==> src/eim_pkg.sv <==
package eim_pkg;
	localparam int unsigned CLK_HZ       = 20_000_000;
	localparam int unsigned US_PER_S     = 1_000_000;
	// Module cycle choices in microseconds
	localparam logic [7:0]  CYC_US_50    = 8'h32;
	localparam logic [7:0]  CYC_US_100   = 8'h64;
	localparam logic [7:0]  CYC_US_200   = 8'hc8;
	localparam int unsigned CLK_PER_US   = CLK_HZ / US_PER_S;
	localparam logic [11:0] TICK_50      = 12'(50 * CLK_PER_US);
	localparam logic [11:0] TICK_100     = 12'(100 * CLK_PER_US);
	localparam logic [11:0] TICK_200     = 12'(200 * CLK_PER_US);
	localparam logic [1:0]  CYC_SEL_50   = 2'h0;
	localparam logic [1:0]  CYC_SEL_100  = 2'h1;
	localparam logic [1:0]  CYC_SEL_200  = 2'h2;
	localparam logic [47:0] US_SCALE     = 48'(US_PER_S);
	localparam logic [39:0] RPM_FACTOR   = 40'h3c;
	localparam logic [5:0]  DIV_STEPS    = 6'h30;
	localparam logic [31:0] INTERVAL_MAX = 32'hffffffff;

	// Register byte offsets
	localparam logic [7:0]  OFS_CTRL     = 8'h00;
	localparam logic [7:0]  OFS_ACCUR    = 8'h04;
	localparam logic [7:0]  OFS_INTERVAL = 8'h08;
	localparam logic [7:0]  OFS_FREQ     = 8'h0c;
	localparam logic [7:0]  OFS_RPM      = 8'h10;
	localparam logic [7:0]  OFS_STATUS   = 8'h14;
	localparam logic [7:0]  OFS_MASK     = 8'h18;
	localparam logic [7:0]  OFS_CYCLE    = 8'h1c;

	// Control field positions
	localparam int unsigned CTL_FALL_BIT = 0;
	localparam int unsigned CTL_RISE_BIT = 1;
	localparam int unsigned CTL_FREQ_BIT = 2;
	localparam int unsigned CTL_CH_LSB   = 4;
	localparam int unsigned CTL_CYC_LSB  = 8;

	localparam logic [15:0] ACCUR_RST    = 16'h03e8;
	localparam int unsigned ST_NEW       = 0;
	localparam int unsigned ST_LOST      = 1;

	typedef struct packed {
		logic       en_fall;
		logic       en_rise;
		logic       en_freq;
		logic [2:0] channel_select;
		logic [1:0] cycle_sel;
	} eim_ctrl_t;

	localparam eim_ctrl_t CTRL_RST = '{en_fall: 1'b0, en_rise: 1'b0, en_freq: 1'b0,
		channel_select: 3'h0, cycle_sel: CYC_SEL_100};

	typedef struct packed {
		logic [31:0] interval;
		logic [31:0] freq;
		logic [31:0] rotational_speed;
	} eim_result_t;

	typedef enum logic [1:0] {DIV_IDLE, DIV_RUN, DIV_DONE} eim_div_state_t;
endpackage : eim_pkg

==> src/eim_meter.sv <==
// Local design decisions: the APB slave port and the register addresses.
module eim_meter
	import eim_pkg::*;
#(
	parameter int unsigned N_CH = 8
) (
	input  wire logic            i_sys_clk,  // System clock, 20 MHz
	input  wire logic            i_nrst,     // Synchronous reset, active low
	input  wire logic [N_CH-1:0] i_pulse,    // Pulse inputs
	input  wire logic            i_psel,     // APB select
	input  wire logic            i_penable,  // APB enable
	input  wire logic            i_pwrite,   // APB write
	input  wire logic [7:0]      i_paddr,    // APB byte address
	input  wire logic [31:0]     i_pwdata,   // APB write data
	output logic      [31:0]     o_prdata,   // APB read data
	output logic                 o_pready,   // APB ready
	output logic                 o_pslverr,  // APB error, unmapped address
	output logic                 o_new,      // Fresh result pending
	output logic                 o_irq       // Interrupt, level
);
	// Bus and register state
	eim_ctrl_t      ctrl_reg, ctrl_next;
	logic [15:0]    accur_reg, accur_next;
	logic [1:0]     status_reg, status_next;
	logic [1:0]     mask_reg, mask_next;
	logic [31:0]    prdata_reg, prdata_next;
	logic           pready_reg, pready_next;
	logic           pslverr_reg, pslverr_next;
	logic           irq_reg, irq_next;
	logic           new_reg, new_next;
	eim_result_t    res_reg, res_next;

	// Timebase and edge state
	logic [11:0]    tcnt_reg, tcnt_next;
	logic           samp_reg, samp_next;
	logic [31:0]    acc_reg, acc_next;
	logic           armed_reg, armed_next;

	// Divider state
	eim_div_state_t dst_reg, dst_next;
	logic [5:0]     dcnt_reg, dcnt_next;
	logic [47:0]    quo_reg, quo_next;
	logic [32:0]    rem_reg, rem_next;
	logic [31:0]    dvs_reg, dvs_next;

	logic [11:0]    tick_len;
	logic [7:0]     cyc_us;
	logic           tick;
	logic           pin_now;
	logic           rise_hit, fall_hit;
	logic           start_hit, stop_hit;
	logic           publish;
	logic [31:0]    elapsed;
	logic           acc_wr, acc_rd, acc_ok;
	logic [32:0]    rem_sh;
	logic [39:0]    rpm_full;
	logic [63:0]    dividend;
	logic           result_set;

	// Module cycle selection
	always_comb begin
		unique case (ctrl_reg.cycle_sel)
			CYC_SEL_50: begin
				tick_len = TICK_50;
				cyc_us   = CYC_US_50;
			end
			CYC_SEL_200: begin
				tick_len = TICK_200;
				cyc_us   = CYC_US_200;
			end
			default: begin
				tick_len = TICK_100;
				cyc_us   = CYC_US_100;
			end
		endcase
	end

	// Pin is sampled once per module cycle, so every interval is whole ticks
	// Compare with >= so a shorter cycle takes effect without a counter wrap
	assign tick      = (tcnt_reg >= tick_len - 12'h1);
	assign pin_now   = i_pulse[ctrl_reg.channel_select];
	assign rise_hit  = tick && pin_now && !samp_reg;
	assign fall_hit  = tick && !pin_now && samp_reg;
	assign elapsed   = (acc_reg > INTERVAL_MAX - 32'(cyc_us)) ?
		INTERVAL_MAX : acc_reg + 32'(cyc_us);

	// Start and stop edges per edge-enable and frequency mode
	always_comb begin
		start_hit = 1'b0;
		stop_hit  = 1'b0;
		unique case ({ctrl_reg.en_fall, ctrl_reg.en_rise})
			2'b11: begin
				start_hit = rise_hit || fall_hit;
				stop_hit  = rise_hit || fall_hit;
			end
			2'b01: begin
				stop_hit  = rise_hit;
				start_hit = ctrl_reg.en_freq ? rise_hit : fall_hit;
			end
			2'b10: begin
				stop_hit  = fall_hit;
				start_hit = ctrl_reg.en_freq ? fall_hit : rise_hit;
			end
			default: begin
				start_hit = 1'b0;
				stop_hit  = 1'b0;
			end
		endcase
	end

	assign publish = stop_hit && armed_reg;

	always_comb begin
		tcnt_next  = tick ? 12'h0 : tcnt_reg + 12'h1;
		samp_next  = tick ? pin_now : samp_reg;
		acc_next   = acc_reg;
		armed_next = armed_reg;
		if (start_hit) begin
			acc_next   = 32'h0;
			armed_next = 1'b1;
		end else if (stop_hit) begin
			armed_next = 1'b0;
		end else if (tick) begin
			acc_next   = elapsed;
		end
		if (!ctrl_reg.en_fall && !ctrl_reg.en_rise) begin
			armed_next = 1'b0;
		end
	end

	always_ff @(posedge i_sys_clk) begin
		if (!i_nrst) begin
			tcnt_reg  <= 12'h0;
			samp_reg  <= 1'b0;
			acc_reg   <= 32'h0;
			armed_reg <= 1'b0;
		end else begin
			tcnt_reg  <= tcnt_next;
			samp_reg  <= samp_next;
			acc_reg   <= acc_next;
			armed_reg <= armed_next;
		end
	end

	// Restoring divider: (accuracy * 1e6 + interval / 2) / interval
	assign dividend = 64'(accur_reg) * 64'(US_SCALE) + 64'(elapsed >> 1);
	assign rem_sh   = {rem_reg[31:0], quo_reg[47]};
	assign rpm_full = 40'(quo_reg[31:0]) * RPM_FACTOR;

	always_comb begin
		dst_next  = dst_reg;
		dcnt_next = dcnt_reg;
		quo_next  = quo_reg;
		rem_next  = rem_reg;
		dvs_next  = dvs_reg;
		unique case (dst_reg)
			DIV_IDLE: begin
				dcnt_next = 6'h0;
			end
			DIV_RUN: begin
				if (rem_sh >= {1'b0, dvs_reg}) begin
					rem_next = rem_sh - {1'b0, dvs_reg};
					quo_next = {quo_reg[46:0], 1'b1};
				end else begin
					rem_next = rem_sh;
					quo_next = {quo_reg[46:0], 1'b0};
				end
				dcnt_next = dcnt_reg + 6'h1;
				if (dcnt_reg == DIV_STEPS - 6'h1) begin
					dst_next = DIV_DONE;
				end
			end
			DIV_DONE: begin
				dst_next = DIV_IDLE;
			end
		endcase
		// A newer edge restarts the division; the old result is dropped
		if (publish && ctrl_reg.en_freq) begin
			dst_next  = DIV_RUN;
			dcnt_next = 6'h0;
			quo_next  = dividend[47:0];
			rem_next  = 33'h0;
			dvs_next  = elapsed;
		end
	end

	always_ff @(posedge i_sys_clk) begin
		if (!i_nrst) begin
			dst_reg  <= DIV_IDLE;
			dcnt_reg <= 6'h0;
			quo_reg  <= 48'h0;
			rem_reg  <= 33'h0;
			dvs_reg  <= 32'h0;
		end else begin
			dst_reg  <= dst_next;
			dcnt_reg <= dcnt_next;
			quo_reg  <= quo_next;
			rem_reg  <= rem_next;
			dvs_reg  <= dvs_next;
		end
	end

	// APB access, answered in the access cycle with no wait state
	// Read fetched in setup so data stands beside ready in the access cycle
	assign acc_rd = i_psel && !i_penable && !i_pwrite;
	assign acc_wr = i_psel && i_penable && i_pwrite;
	always_comb begin
		unique case (i_paddr)
			OFS_CTRL, OFS_ACCUR, OFS_INTERVAL, OFS_FREQ, OFS_RPM,
			OFS_STATUS, OFS_MASK, OFS_CYCLE: acc_ok = 1'b1;
			default: acc_ok = 1'b0;
		endcase
	end

	assign result_set = (publish && !ctrl_reg.en_freq) || (dst_reg == DIV_DONE);

	always_comb begin
		ctrl_next    = ctrl_reg;
		accur_next   = accur_reg;
		mask_next    = mask_reg;
		res_next     = res_reg;
		status_next  = status_reg;
		prdata_next  = 32'h0;
		pready_next  = i_psel && !i_penable;
		pslverr_next = i_psel && !i_penable && !acc_ok;
		if (acc_wr && acc_ok) begin
			unique case (i_paddr)
				OFS_CTRL: begin
					ctrl_next.en_fall        = i_pwdata[CTL_FALL_BIT];
					ctrl_next.en_rise        = i_pwdata[CTL_RISE_BIT];
					ctrl_next.en_freq        = i_pwdata[CTL_FREQ_BIT];
					ctrl_next.channel_select = i_pwdata[CTL_CH_LSB +: 3];
					ctrl_next.cycle_sel      = i_pwdata[CTL_CYC_LSB +: 2];
				end
				OFS_ACCUR:  accur_next  = i_pwdata[15:0];
				OFS_STATUS: status_next = status_reg & ~i_pwdata[1:0];
				OFS_MASK:   mask_next   = i_pwdata[1:0];
				default: ;
			endcase
		end
		if (publish) begin
			res_next.interval = elapsed;
			if (!ctrl_reg.en_freq) begin
				res_next.freq = 32'h0;
				res_next.rotational_speed  = 32'h0;
			end
		end
		if (dst_reg == DIV_DONE) begin
			res_next.freq = quo_reg[31:0];
			res_next.rotational_speed  = (rpm_full[39:32] != 8'h0) ? INTERVAL_MAX : rpm_full[31:0];
		end
		if (!ctrl_reg.en_fall && !ctrl_reg.en_rise) begin
			res_next.interval = 32'h0;
		end
		// Setting wins over a same-cycle write-one clear
		if (result_set) begin
			status_next[ST_NEW] = 1'b1;
			if (status_reg[ST_NEW]) begin
				status_next[ST_LOST] = 1'b1;
			end
		end
		if (acc_rd && acc_ok) begin
			unique case (i_paddr)
				OFS_CTRL: begin
					prdata_next[CTL_FALL_BIT]       = ctrl_reg.en_fall;
					prdata_next[CTL_RISE_BIT]       = ctrl_reg.en_rise;
					prdata_next[CTL_FREQ_BIT]       = ctrl_reg.en_freq;
					prdata_next[CTL_CH_LSB +: 3]    = ctrl_reg.channel_select;
					prdata_next[CTL_CYC_LSB +: 2]   = ctrl_reg.cycle_sel;
				end
				OFS_ACCUR:    prdata_next = 32'(accur_reg);
				OFS_INTERVAL: prdata_next = res_reg.interval;
				OFS_FREQ:     prdata_next = res_reg.freq;
				OFS_RPM:      prdata_next = res_reg.rotational_speed;
				OFS_STATUS:   prdata_next = 32'(status_reg);
				OFS_MASK:     prdata_next = 32'(mask_reg);
				OFS_CYCLE:    prdata_next = 32'(cyc_us);
				default: ;
			endcase
		end
		new_next = status_next[ST_NEW];
		irq_next = |(status_next & mask_next);
	end

	always_ff @(posedge i_sys_clk) begin
		if (!i_nrst) begin
			ctrl_reg    <= CTRL_RST;
			accur_reg   <= ACCUR_RST;
			mask_reg    <= 2'h0;
			status_reg  <= 2'h0;
			res_reg     <= '0;
			prdata_reg  <= 32'h0;
			pready_reg  <= 1'b0;
			pslverr_reg <= 1'b0;
			new_reg     <= 1'b0;
			irq_reg     <= 1'b0;
		end else begin
			ctrl_reg    <= ctrl_next;
			accur_reg   <= accur_next;
			mask_reg    <= mask_next;
			status_reg  <= status_next;
			res_reg     <= res_next;
			prdata_reg  <= prdata_next;
			pready_reg  <= pready_next;
			pslverr_reg <= pslverr_next;
			new_reg     <= new_next;
			irq_reg     <= irq_next;
		end
	end

	assign o_prdata  = prdata_reg;
	assign o_pready  = pready_reg;
	assign o_pslverr = pslverr_reg;
	assign o_new     = new_reg;
	assign o_irq     = irq_reg;
endmodule : eim_meter

==> config.mk <==
export PLATFORM = sky130hd
export DESIGN_NAME = eim_meter
export DESIGN_NICKNAME = d
export VERILOG_FILES = /design/src/eim_pkg.sv /design/src/eim_meter.sv
export SDC_FILE = /design/constraint.sdc
export NUM_CORES = 1
export LEC_CHECK = 0
export ABC_AREA = 1
export BUFFER_PORTS_ARGS = -buffer_cell sky130_fd_sc_hd__clkbuf_2
export CAP_MARGIN = 20
export CORE_MARGIN = 4
export CORE_UTILIZATION = 55
export DETAILED_ROUTE_END_ITERATION = 10
export GPL_TIMING_DRIVEN = 0
export HOLD_SLACK_MARGIN = 0.1
export PLACE_DENSITY = 0.72
export SETUP_SLACK_MARGIN = 0.4
export SLEW_MARGIN = 25
export SYNTH_ARGS = -nofsm -noshare
export SYNTH_HDL_FRONTEND = slang
export SYNTH_SLANG_ARGS = --single-unit
==> constraint.sdc <==
create_clock -name i_sys_clk -period 19.2 [get_ports i_sys_clk]
set_clock_uncertainty 0.1 [all_clocks]
set_input_delay 1.92 -clock i_sys_clk [delete_from_list [all_inputs] [get_ports i_sys_clk]]
set_output_delay 1.92 -clock i_sys_clk [all_outputs]
set_load 0.05 [all_outputs]
# Word level (Yosys, flattened, before mapping)
# Memories as Yosys holds them, arrays and structs flattened.
# Index checks and enable logic that the tools add are counted.
# totals
romBits	32
regBits	326
in_bits	53
wordCells	146
n_memories	1
out_inout_bits	36
# memory_table
memory	depth	width	rd	rd_clocked_by_memory_dff	wr	line	rtl
(no name shown)	32	1	1	0	0	eim_meter.sv:208	unique case (i_paddr)
# classes
multipliers	2
n_eq_ne	17
n_addsub	7
reduce_logical	48
mux	36
magnitude_cmp	4
bitwise	5
# ops
cell	count
$mux W64	3
$mux W32	3
$mux W48	2
$pmux W22 S4	1
$add A36 B31 Y37	1
$mul A32 B4 Y36 const B	1
$ge A33 B32 Y1	1
$add A32 B8 Y32	1
$eq A8 B5 Y1 const B	4
$gt A32 B32 Y1	1
$sub A32 B32 Y32	1
$mul A16 B14 Y30 const B	1
$pmux W12 S2	1
$pmux W3 S8	1
$pmux W3 S6	1
$eq A8 B4 Y1 const B	2
$pmux W8 S2	1
$logic_and A1 B1 Y1	15
$reduce_and A2 Y1	7
$add A12 B1 Y12 const B	1
$ge A12 B12 Y1	1
$mux W2	6
$pmux W6 S2	1
$sub A12 B1 Y12 const B	1
other kinds (28)	61

# Depth between registers and ports, before layout
# Gate-level depths: netlist (run 1).
# depth
depth_word	14
ltp_mapped	33
mapped_depth_nobuf	33

# Worst setup path before layout (run 1)
# Ideal clock, no wire load.
# synth_path
path_kind	reg-to-reg
startpoint	register accur_reg[1]
endpoint	register quo_reg[33]
arrival_time_ps	5956
period_less_slack_ps	6169
setup_slack_ps	13031
stages_incl_launch_ff	31
setup_ps	113
t_required_ps	18987
path_buffers	0
path_cell_list	dfxtp_1 inv_1 fa_1 inv_1 fa_1 fa_1 fa_1 ha_1 inv_1 fa_1 inv_1 ha_1 nand2_1 inv_1 nand2_1 nand2_1 nand2_1 nand2_1 a31oi_1 nor2_1 nor2_1 xnor2_1 ha_1 a21oi_1 o21ai_0 a21oi_1 nand3_1 nor3b_1 or2_2 nand3_1 nand2_1
# synth_via
elab_chain_cells	3
# synth_lines
element	line	rtl
start: declaration	eim_meter.sv:23	logic [15:0] accur_reg, accur_next;
start signal: assignment	eim_meter.sv:299	accur_reg <= accur_next;
$mul A16 B14 Y30	eim_meter.sv:146	assign dividend = 64'(accur_reg) * 64'(US_SCALE) + 64'(elapsed >> 1);
$add A36 B31 Y37	eim_meter.sv:146	
$mux W48	eim_meter.sv:178	if (publish && ctrl_reg.en_freq) begin
end signal: assignment	eim_meter.sv:197	quo_reg <= quo_next;
end: declaration	eim_meter.sv:42	logic [47:0] quo_reg, quo_next;
# Every way passes these cells.
# A chain may end at the register's enable or synchronous reset.

# Worst setup path after layout (run 1)
# Same ends and word-level chain as after synthesis.

==> metrics.txt, run 1 <==
DR pass1 iterations 6; Setup violations, final 0; grt total ovfl 0; Worst-path clk slew ~0.060 ns; Placer Congestion around 1.0; Hold WC Path Type reg -> reg; Core Rows 77; Slew HR roughly a fifth; hold violation count in the final report 0; sequential-to-total area share from yosys stat between 20% and 30%; # DRC 0; wire length per cell after detailed routing between 15 and 20 um; maximum clock path buffer count 3; Yosys Warn Count 0; chip width 221 um; Post-CTS Setup Inserts 0; WP data required just under 20 ns; layout cells sized above 1 roughly 6.0%; Leakage 13.1 nW; overall routed net length 78,700 um; die height between 200 and 250 um; clock sink total between 300 and 400; syn avg cell area about 7 um2; Syn Nets about 4,000; Final Util approximately 61%; Post-Synthesis Cells between 3,000 and 4,000; number of global-route vias before repair 22,400; CP arrival 7.47 ns; synthesized flop and latch total between 300 and 400; input/output buffers between 70 and 80; crit start category register; pwr/cell area 52.9 nW/um2; kind of critical path reg -> reg; Root Driver clkbuf_16; cell area after synthesis 24,900 um2; fin area 27,300 um2; later-pin clock latency in the skew report between 0.5 and 0.6 ns; vias roughly 24,000; maximum VDD drop about 0.000069 V; RSZ-0062 raised after global routing false; initial antenna violation count 1; DP Area roughly 26,000 um2; # IOs 89; Gates resized, CTS repair 0; crit-path max FO 9; GRT Overall Usage between 30% and 40%; Core ar. roughly 45,000 um2; Final #Nets ~4,100; Worst Max-Slew Pin Slew ~1.2 ns; max FFs per register 95; die area just under 50,000 um2; crit path time final between 7 and 8 ns; Worst setup EP type register; CTS Buf Count 40; slowest stage cell, crit path dfxtp_1; via/cell ratio ~5.6; H-Tree Depth 2; diode count 0; post-detailed-route count of antenna-violating nets 0; Starting DRT DRC Count 2,278; outcome finished clean; Max-Cap Viols 0; # hold bufs at CTS 0; first-pass GRT wire length ~120,000 um; tightest hold margin between 0.3 and 0.4 ns; post-synthesis cell type count 58; starting density of the core between 50 and 60%; setup_tns 0 ns; Post-DP HPWL roughly 63,000 um; highest clock rate 141 MHz; fin. max-slew vios 0; CP peak stage delay roughly 0.6 ns; CP dominant cell by count fa_1; largest net degree at the start of global routing 13; CTS tree done; area delta synth->final 9.53%; crit share post-route a little under two fifths
## critical path: cells and delay by family, from the launching register on
family | cells | cell delay (ns)
AO/OA/AOI/OAI | 4 | 0.55
flip-flops | 1 | 0.60
AND/OR/NAND/NOR | 11 | 1.43
XOR/XNOR | 1 | 0.41
adder cells (fa/ha/maj) | 8 | 3.58
buffers and inverters | 4 | 0.33
## synth_stat cells (all sizes together)
| cell | count | area share, % |
|---|---|---|
| o21ai | 224 | 4.6 |
| nor4b | 1 | 0.035 |
| a21oi | 357 | 7.2 |
| o21a | 6 | 0.18 |
| o2111ai | 1 | 0.035 |
| nand3b | 18 | 0.54 |
| nor2 | 294 | 4.6 |
| a31oi | 20 | 0.50 |
| or2 | 8 | 0.20 |
| o31ai | 2 | 0.060 |
| nor2b | 2 | 0.050 |
| xnor2 | 39 | 1.4 |
| o41ai | 2 | 0.10 |
| a22o | 2 | 0.070 |
| a2111oi | 2 | 0.070 |
| clkinv | 2 | 0.030 |
| nand2 | 889 | 14 |
| nor3b | 3 | 0.090 |
| a221oi | 10 | 0.35 |
| o21bai | 14 | 0.42 |
| o211ai | 9 | 0.27 |
| a211oi | 10 | 0.30 |
| a41oi | 5 | 0.18 |
| a21boi | 7 | 0.21 |
| a21o | 15 | 0.45 |
| o211a | 1 | 0.040 |
| o22ai | 29 | 0.73 |
| conb | 1 | 0.015 |
| inv | 471 | 7.1 |
| buf | 58 | 1.2 |
| nand4 | 31 | 0.78 |
| nand3 | 205 | 4.2 |
| and2 | 1 | 0.025 |
| clkbuf | 54 | 0.82 |
| ha | 217 | 11 |
| dfxtp | 324 | 26 |
| nor4 | 10 | 0.28 |
| fa | 119 | 9.6 |
| and3 | 2 | 0.050 |
| xor2 | 60 | 2.1 |
| nor3 | 35 | 0.70 |
| a32o | 1 | 0.040 |
## routing by layer
layer	vias up	GRT usage [%]	part of all wire, %
met5	-	0	0
met3	163	4.85	7.8
met2	959	49.9	45
li1	11900	-	-
met4	0	9.89	3.8
met1	11200	43.7	44
## per-stage QoR
step	setup slack [ns]	cells	power [mW]
CTS	12.12	4293	1.45
floorplan	13.03	3561	0.701
global placement	12.22	4225	0.712
detailed placement	12.18	4225	0.713
global route	11.64	4293	1.48
finish	12.09	4293	1.44
## where the power goes
group	switching (mW)	internal, mW
Sequential	0.000475	0.673
Clock	0.314	0.431
Combinational	0.0184	0.00641
Total	0.333	1.11
## cell families (layout without fill, tap and decap cells)
family	count (synthesis)	count (layout)	share of synthesized area, %
fa+ha+maj	336	336	20.5
other cells	1	1	0.0151
simple gates	1499	1499	25.0
xor+xnor	99	99	3.48
buf+inv	585	725	9.16
compound gates	717	717	15.8
flops	324	324	26.0
## worst paths after layout
check	startpoint	to	slack (ns)	cells past startpoint
worst max-delay path	accur_reg[1]	quo_reg[33]	12.09	28
worst min-delay path	tcnt_reg[0]	tcnt_reg[0]	0.36	1
worst min register to register	tcnt_reg[0]	tcnt_reg[0]	0.36	1
worst max register to register	accur_reg[1]	quo_reg[33]	12.09	28
## cell type report
class	instances	area, um2
fillers	4405	17200
multi-input cells	2652	16200
flip-flops and latches	324	6490
inverters	473	1780
clock buffers	51	1050
well taps	592	741
plain buffers	112	507
repair buffers	72	360
clock inverters	17	204
## cell usage in the layout (no fill, tap or decap), types with 4 or more instances in the layout
master / netlist / routed
nand3_1: 204 / 204
a21oi_1: 356 / 356
clkinv_2: 0 / 7
or2_2: 8 / 8
ha_1: 217 / 217
a31oi_1: 20 / 20
xor2_1: 60 / 60
buf_1: 10 / 10
o211ai_1: 9 / 9
a21o_1: 15 / 15
buf_2: 41 / 41
o21ai_1: 20 / 20
buf_4: 5 / 5
o22ai_1: 29 / 29
fa_1: 119 / 119
inv_1: 461 / 461
clkbuf_2: 1 / 73
o21bai_1: 14 / 14
nand2_1: 882 / 882
clkbuf_16: 0 / 40
clkbuf_1: 53 / 63
a21boi_0: 7 / 7
inv_2: 10 / 10
o21ai_0: 200 / 200
a221oi_1: 10 / 10
nand4_1: 31 / 31
a41oi_1: 5 / 5
a211oi_1: 10 / 10
nand3b_1: 18 / 18
dfxtp_1: 324 / 324
nor2_4: 5 / 5
xnor2_1: 39 / 39
nor4_1: 9 / 9
nor2_1: 285 / 285
nand2_2: 5 / 5
nor2_2: 4 / 4
o21a_1: 6 / 6
nor3_1: 35 / 34
No activity file was read; power rests on OpenSTA's default activity.
==> run 2: changes to the inputs <==
--- a/config.mk
+++ b/config.mk
@@ -5,7 +5,7 @@
 export SDC_FILE = /design/constraint.sdc
 export NUM_CORES = 1
 export LEC_CHECK = 0
-export ABC_AREA = 1
+export ABC_AREA = 0
 export BUFFER_PORTS_ARGS = -buffer_cell sky130_fd_sc_hd__clkbuf_2
 export CAP_MARGIN = 20
 export CORE_MARGIN = 4
@@ -13,7 +13,7 @@
 export DETAILED_ROUTE_END_ITERATION = 10
 export GPL_TIMING_DRIVEN = 0
 export HOLD_SLACK_MARGIN = 0.1
-export PLACE_DENSITY = 0.72
+export PLACE_DENSITY = 0.75
 export SETUP_SLACK_MARGIN = 0.4
 export SLEW_MARGIN = 25
 export SYNTH_ARGS = -nofsm -noshare
==> constraint.sdc (replaced) <==
create_clock -name i_sys_clk -period 5.8 [get_ports i_sys_clk]
set_clock_uncertainty 0.1 [all_clocks]
set_input_delay 0.58 -clock i_sys_clk [delete_from_list [all_inputs] [get_ports i_sys_clk]]
set_output_delay 0.58 -clock i_sys_clk [all_outputs]
set_load 0.05 [all_outputs]
==> run 2 against run 1 <==
Effect of this change: the flow now finishes with violations (setup timing); via count is 10% lower; flip-flop and latch count unchanged; die area down 7.2%; wire length decreased by 3.4%; core utilization is 3.7 points higher; critical path depth is 1 lower; fmax grew 9.3%.
==> metrics.txt, run 2 <==
first-pass GRT wire length 115,000 um; layout cells sized above 1 12.8%; post-detailed-route count of antenna-violating nets 0; Starting DRT DRC Count between 2,000 and 2,500; GRT Overall Usage around a third; Crit Reg-Reg Endpoint quo_reg[36]; DR pass1 iterations 8; largest net degree at the start of global routing 14; Final #Nets 3,275; kind of critical path reg -> reg; CTS tree done; crit share post-route 112%; Worst R2R Path Depth 27; Final Util 65.0%; clock sink total 324; maximum VDD drop around 0.00019 V; crit-path max FO 6; Core Rows 74; fin area 26,700 um2; Syn Nets between 3,000 and 4,000; Yosys top cell area share around 28%; FF-to-FF Start accur_reg[1]; pwr/cell area 179 nW/um2; wire length per cell after detailed routing 22.1 um; outcome finished with violations; count leader, synth dfxtp_1; CP arrival about 7 ns; Synth area leaders dfxtp_1 (28%), ha_1 (12%), fa_1 (10%), a21oi_1 (5.0%), nor2_1 (4.8%); crit path time final about 6.5 ns; CTS Buf Count 38; via/cell ratio between 6 and 7; Hold Crit Start i_pwdata[10]; grt total ovfl 0; input/output buffers 70; Pint 3.73 mW; chip width around 210 um; Worst setup EP type register; # IOs 89; overall power 4.79 mW; max FFs per register 95; Hold Crit Endpoint accur_reg[10]; Post-synth EDFFs 0; vias roughly 22,000; Post-Synthesis Cells 2,702; sequential-to-total area share from yosys stat between 20% and 30%; fin worst setup slack -0.709 ns; DP Area around 24,000 um2; hold violation count in the final report 0; Comb power frac between 1.5 and 2%; fin. max-slew vios 0; commonest cells after routing, fill and taps aside dfxtp_1 (313), nor2_1 (281), nand2_1 (252), a21oi_1 (213), ha_1 (198); hold path depth 3; RSZ-0062 raised after global routing true; Synth area leader dfxtp_1; Placer Congestion between 1 and 1.5; die height 213 um; syn avg cell area around 8.5 um2; Yosys Warn Count 0; most common cell after layout, fill and taps aside dfxtp_1; crit start category register; Async S/R FF share, synth 0%; initial antenna violation count 2; flop2flop setup slack -0.71 ns; Max-Cap Viols 0; area delta synth->final 15.9%; # DRC 0; Setup violations, final 13; Worst-path clk slew roughly 0.06 ns; Leakage ~12 nW; number of global-route vias before repair approximately 21,000; commonest cells in the netlist dfxtp_1 (324), nor2_1 (295), nand2_1 (254); WP data required slightly above 6 ns; sequential share of power between 40% and 50%; failing checks setup timing; Core ar. just over 40,000 um2; post-synthesis cell type count 70; cell area after synthesis between 20,000 and 25,000 um2; synthesized flop and latch total approximately 320; H-Tree Depth 2; dominant synthesized flop cell dfxtp_1; die area 45,200 um2; Post-DP HPWL between 50,000 and 60,000 um; starting density of the core 56.1%; Switching Share between 20% and 30%; maximum clock path buffer count 3; # hold bufs at CTS 0; highest clock rate about 150 MHz; clock power share between 50% and 60%; Worst Max-Slew Pin Slew around 1.2 ns; later-pin clock latency in the skew report around 0.57 ns; Hold WC Path Type in -> reg; P_sw between 1 and 1.5 mW; Root Driver clkbuf_16; Slew HR 16.5%; overall routed net length around 76,000 um
-- run 2: cell count changes in the layout (fill, tap and decap cells not counted), moves of 50 or more --
cell      change
nand2_1     -630
buf_4        +68
nand3_1     -159
a21oi_1     -143
a22oi_1      +84
inv_1       -297
a211oi_1    +111
o21ai_0     -138
clkbuf_1     +50
-- run 2: layer usage --
| metal | GRT usage, % | part of all wire (%) | up-vias |
|---|---|---|---|
| met4 | 14.8 | 5.4 | 0 |
| met2 | 51.5 | 45 | 1003 |
| met1 | 43.3 | 41 | 10500 |
| met5 | 0 | 0 | - |
| met3 | 6.94 | 9.1 | 258 |
| li1 | - | - | 9983 |
-- run 2: layout make-up --
type | instances | area [um2]
tap | 532 | 666
antenna | 2 | 5.00
fill | 3450 | 14400
buffer | 136 | 572
clock buffer | 52 | 1130
inverter | 179 | 684
multi-input combinational | 2063 | 16100
sequential | 324 | 6530
timing repair buffer | 144 | 915
clock inverter | 12 | 148
-- run 2: cells by family (layout without fill, tap and decap cells) --
kind of cell,count (synthesis),after routing,synth area share (%)
buffers and inverters,315,523,5.25
adders and majority gates,336,336,22.1
DFF,324,324,28.1
AOI/OAI and AO/OA,796,796,23.1
muxes,46,46,2.11
xor gates and xnor gates,129,129,4.90
and+or+nand+nor,755,755,14.3
other,1,3,0.0163
-- run 2: worst max-delay path: stages, from the launching register on --
cell      delay [ns]
dfxtp_4         0.40
inv_4           0.04
fa_1            0.52
inv_1           0.05
fa_1            0.46
fa_1            0.52
fa_1            0.43
ha_1            0.30
inv_2           0.04
fa_1            0.51
inv_2           0.05
ha_4            0.30
o21ai_2         0.06
a211o_1         0.28
or3_4           0.35
o21bai_4        0.14
a21oi_2         0.06
nor2_1          0.12
nor2_1          0.06
xnor2_1         0.15
ha_1            0.34
a21o_1          0.18
nor2_1          0.05
a21oi_1         0.14
o41ai_2         0.10
nand2b_4        0.18
nor4_4          0.36
o21a_1          0.16
-- run 2: power groups by stage --
stage,Sequential [mW],Combinational (mW),Clock (mW)
final,2.22,0.0823,2.48
after global routing,2.22,0.0864,2.59
after CTS,2.22,0.0791,2.50
after detailed placement,2.28,0.0785,0
after global placement,2.28,0.0770,0
after floorplan,2.28,0.0364,0
-- run 2: worst max-delay path by stage --
stage,startpoint,end,slack (ns)
after CTS,accur_reg[1],quo_reg[36],-0.56
after floorplan,accur_reg[1],quo_reg[36],-0.36
final,accur_reg[1],quo_reg[36],-0.71
after global routing,accur_reg[1],quo_reg[36],-0.89
after global placement,accur_reg[6],quo_reg[36],-1.56
after detailed placement,accur_reg[6],quo_reg[36],-1.57
-- run 2: repair_timing --
item / 4_1_cts / 5_1_grt
setup endpoints to repair: 27 / 50
pin swaps: 61 / 47
buffers inserted: 49 / 24
resized for setup: 95 / 63
hold endpoints to repair: 0 / 0
-- run 2: per-stage QoR --
stage / hold WS [ns] / TNS, ns / setup WS [ns] / std cells
after detailed placement: 0.340 / -19.50 / -1.57 / 3305
final: 0.150 / -5.72 / -0.709 / 3444
after global placement: 0.327 / -17.13 / -1.56 / 3304
after floorplan: 0.313 / -1.72 / -0.359 / 2702
after CTS: 0.130 / -5.08 / -0.558 / 3418
after global routing: 0.148 / -8.88 / -0.886 / 3442
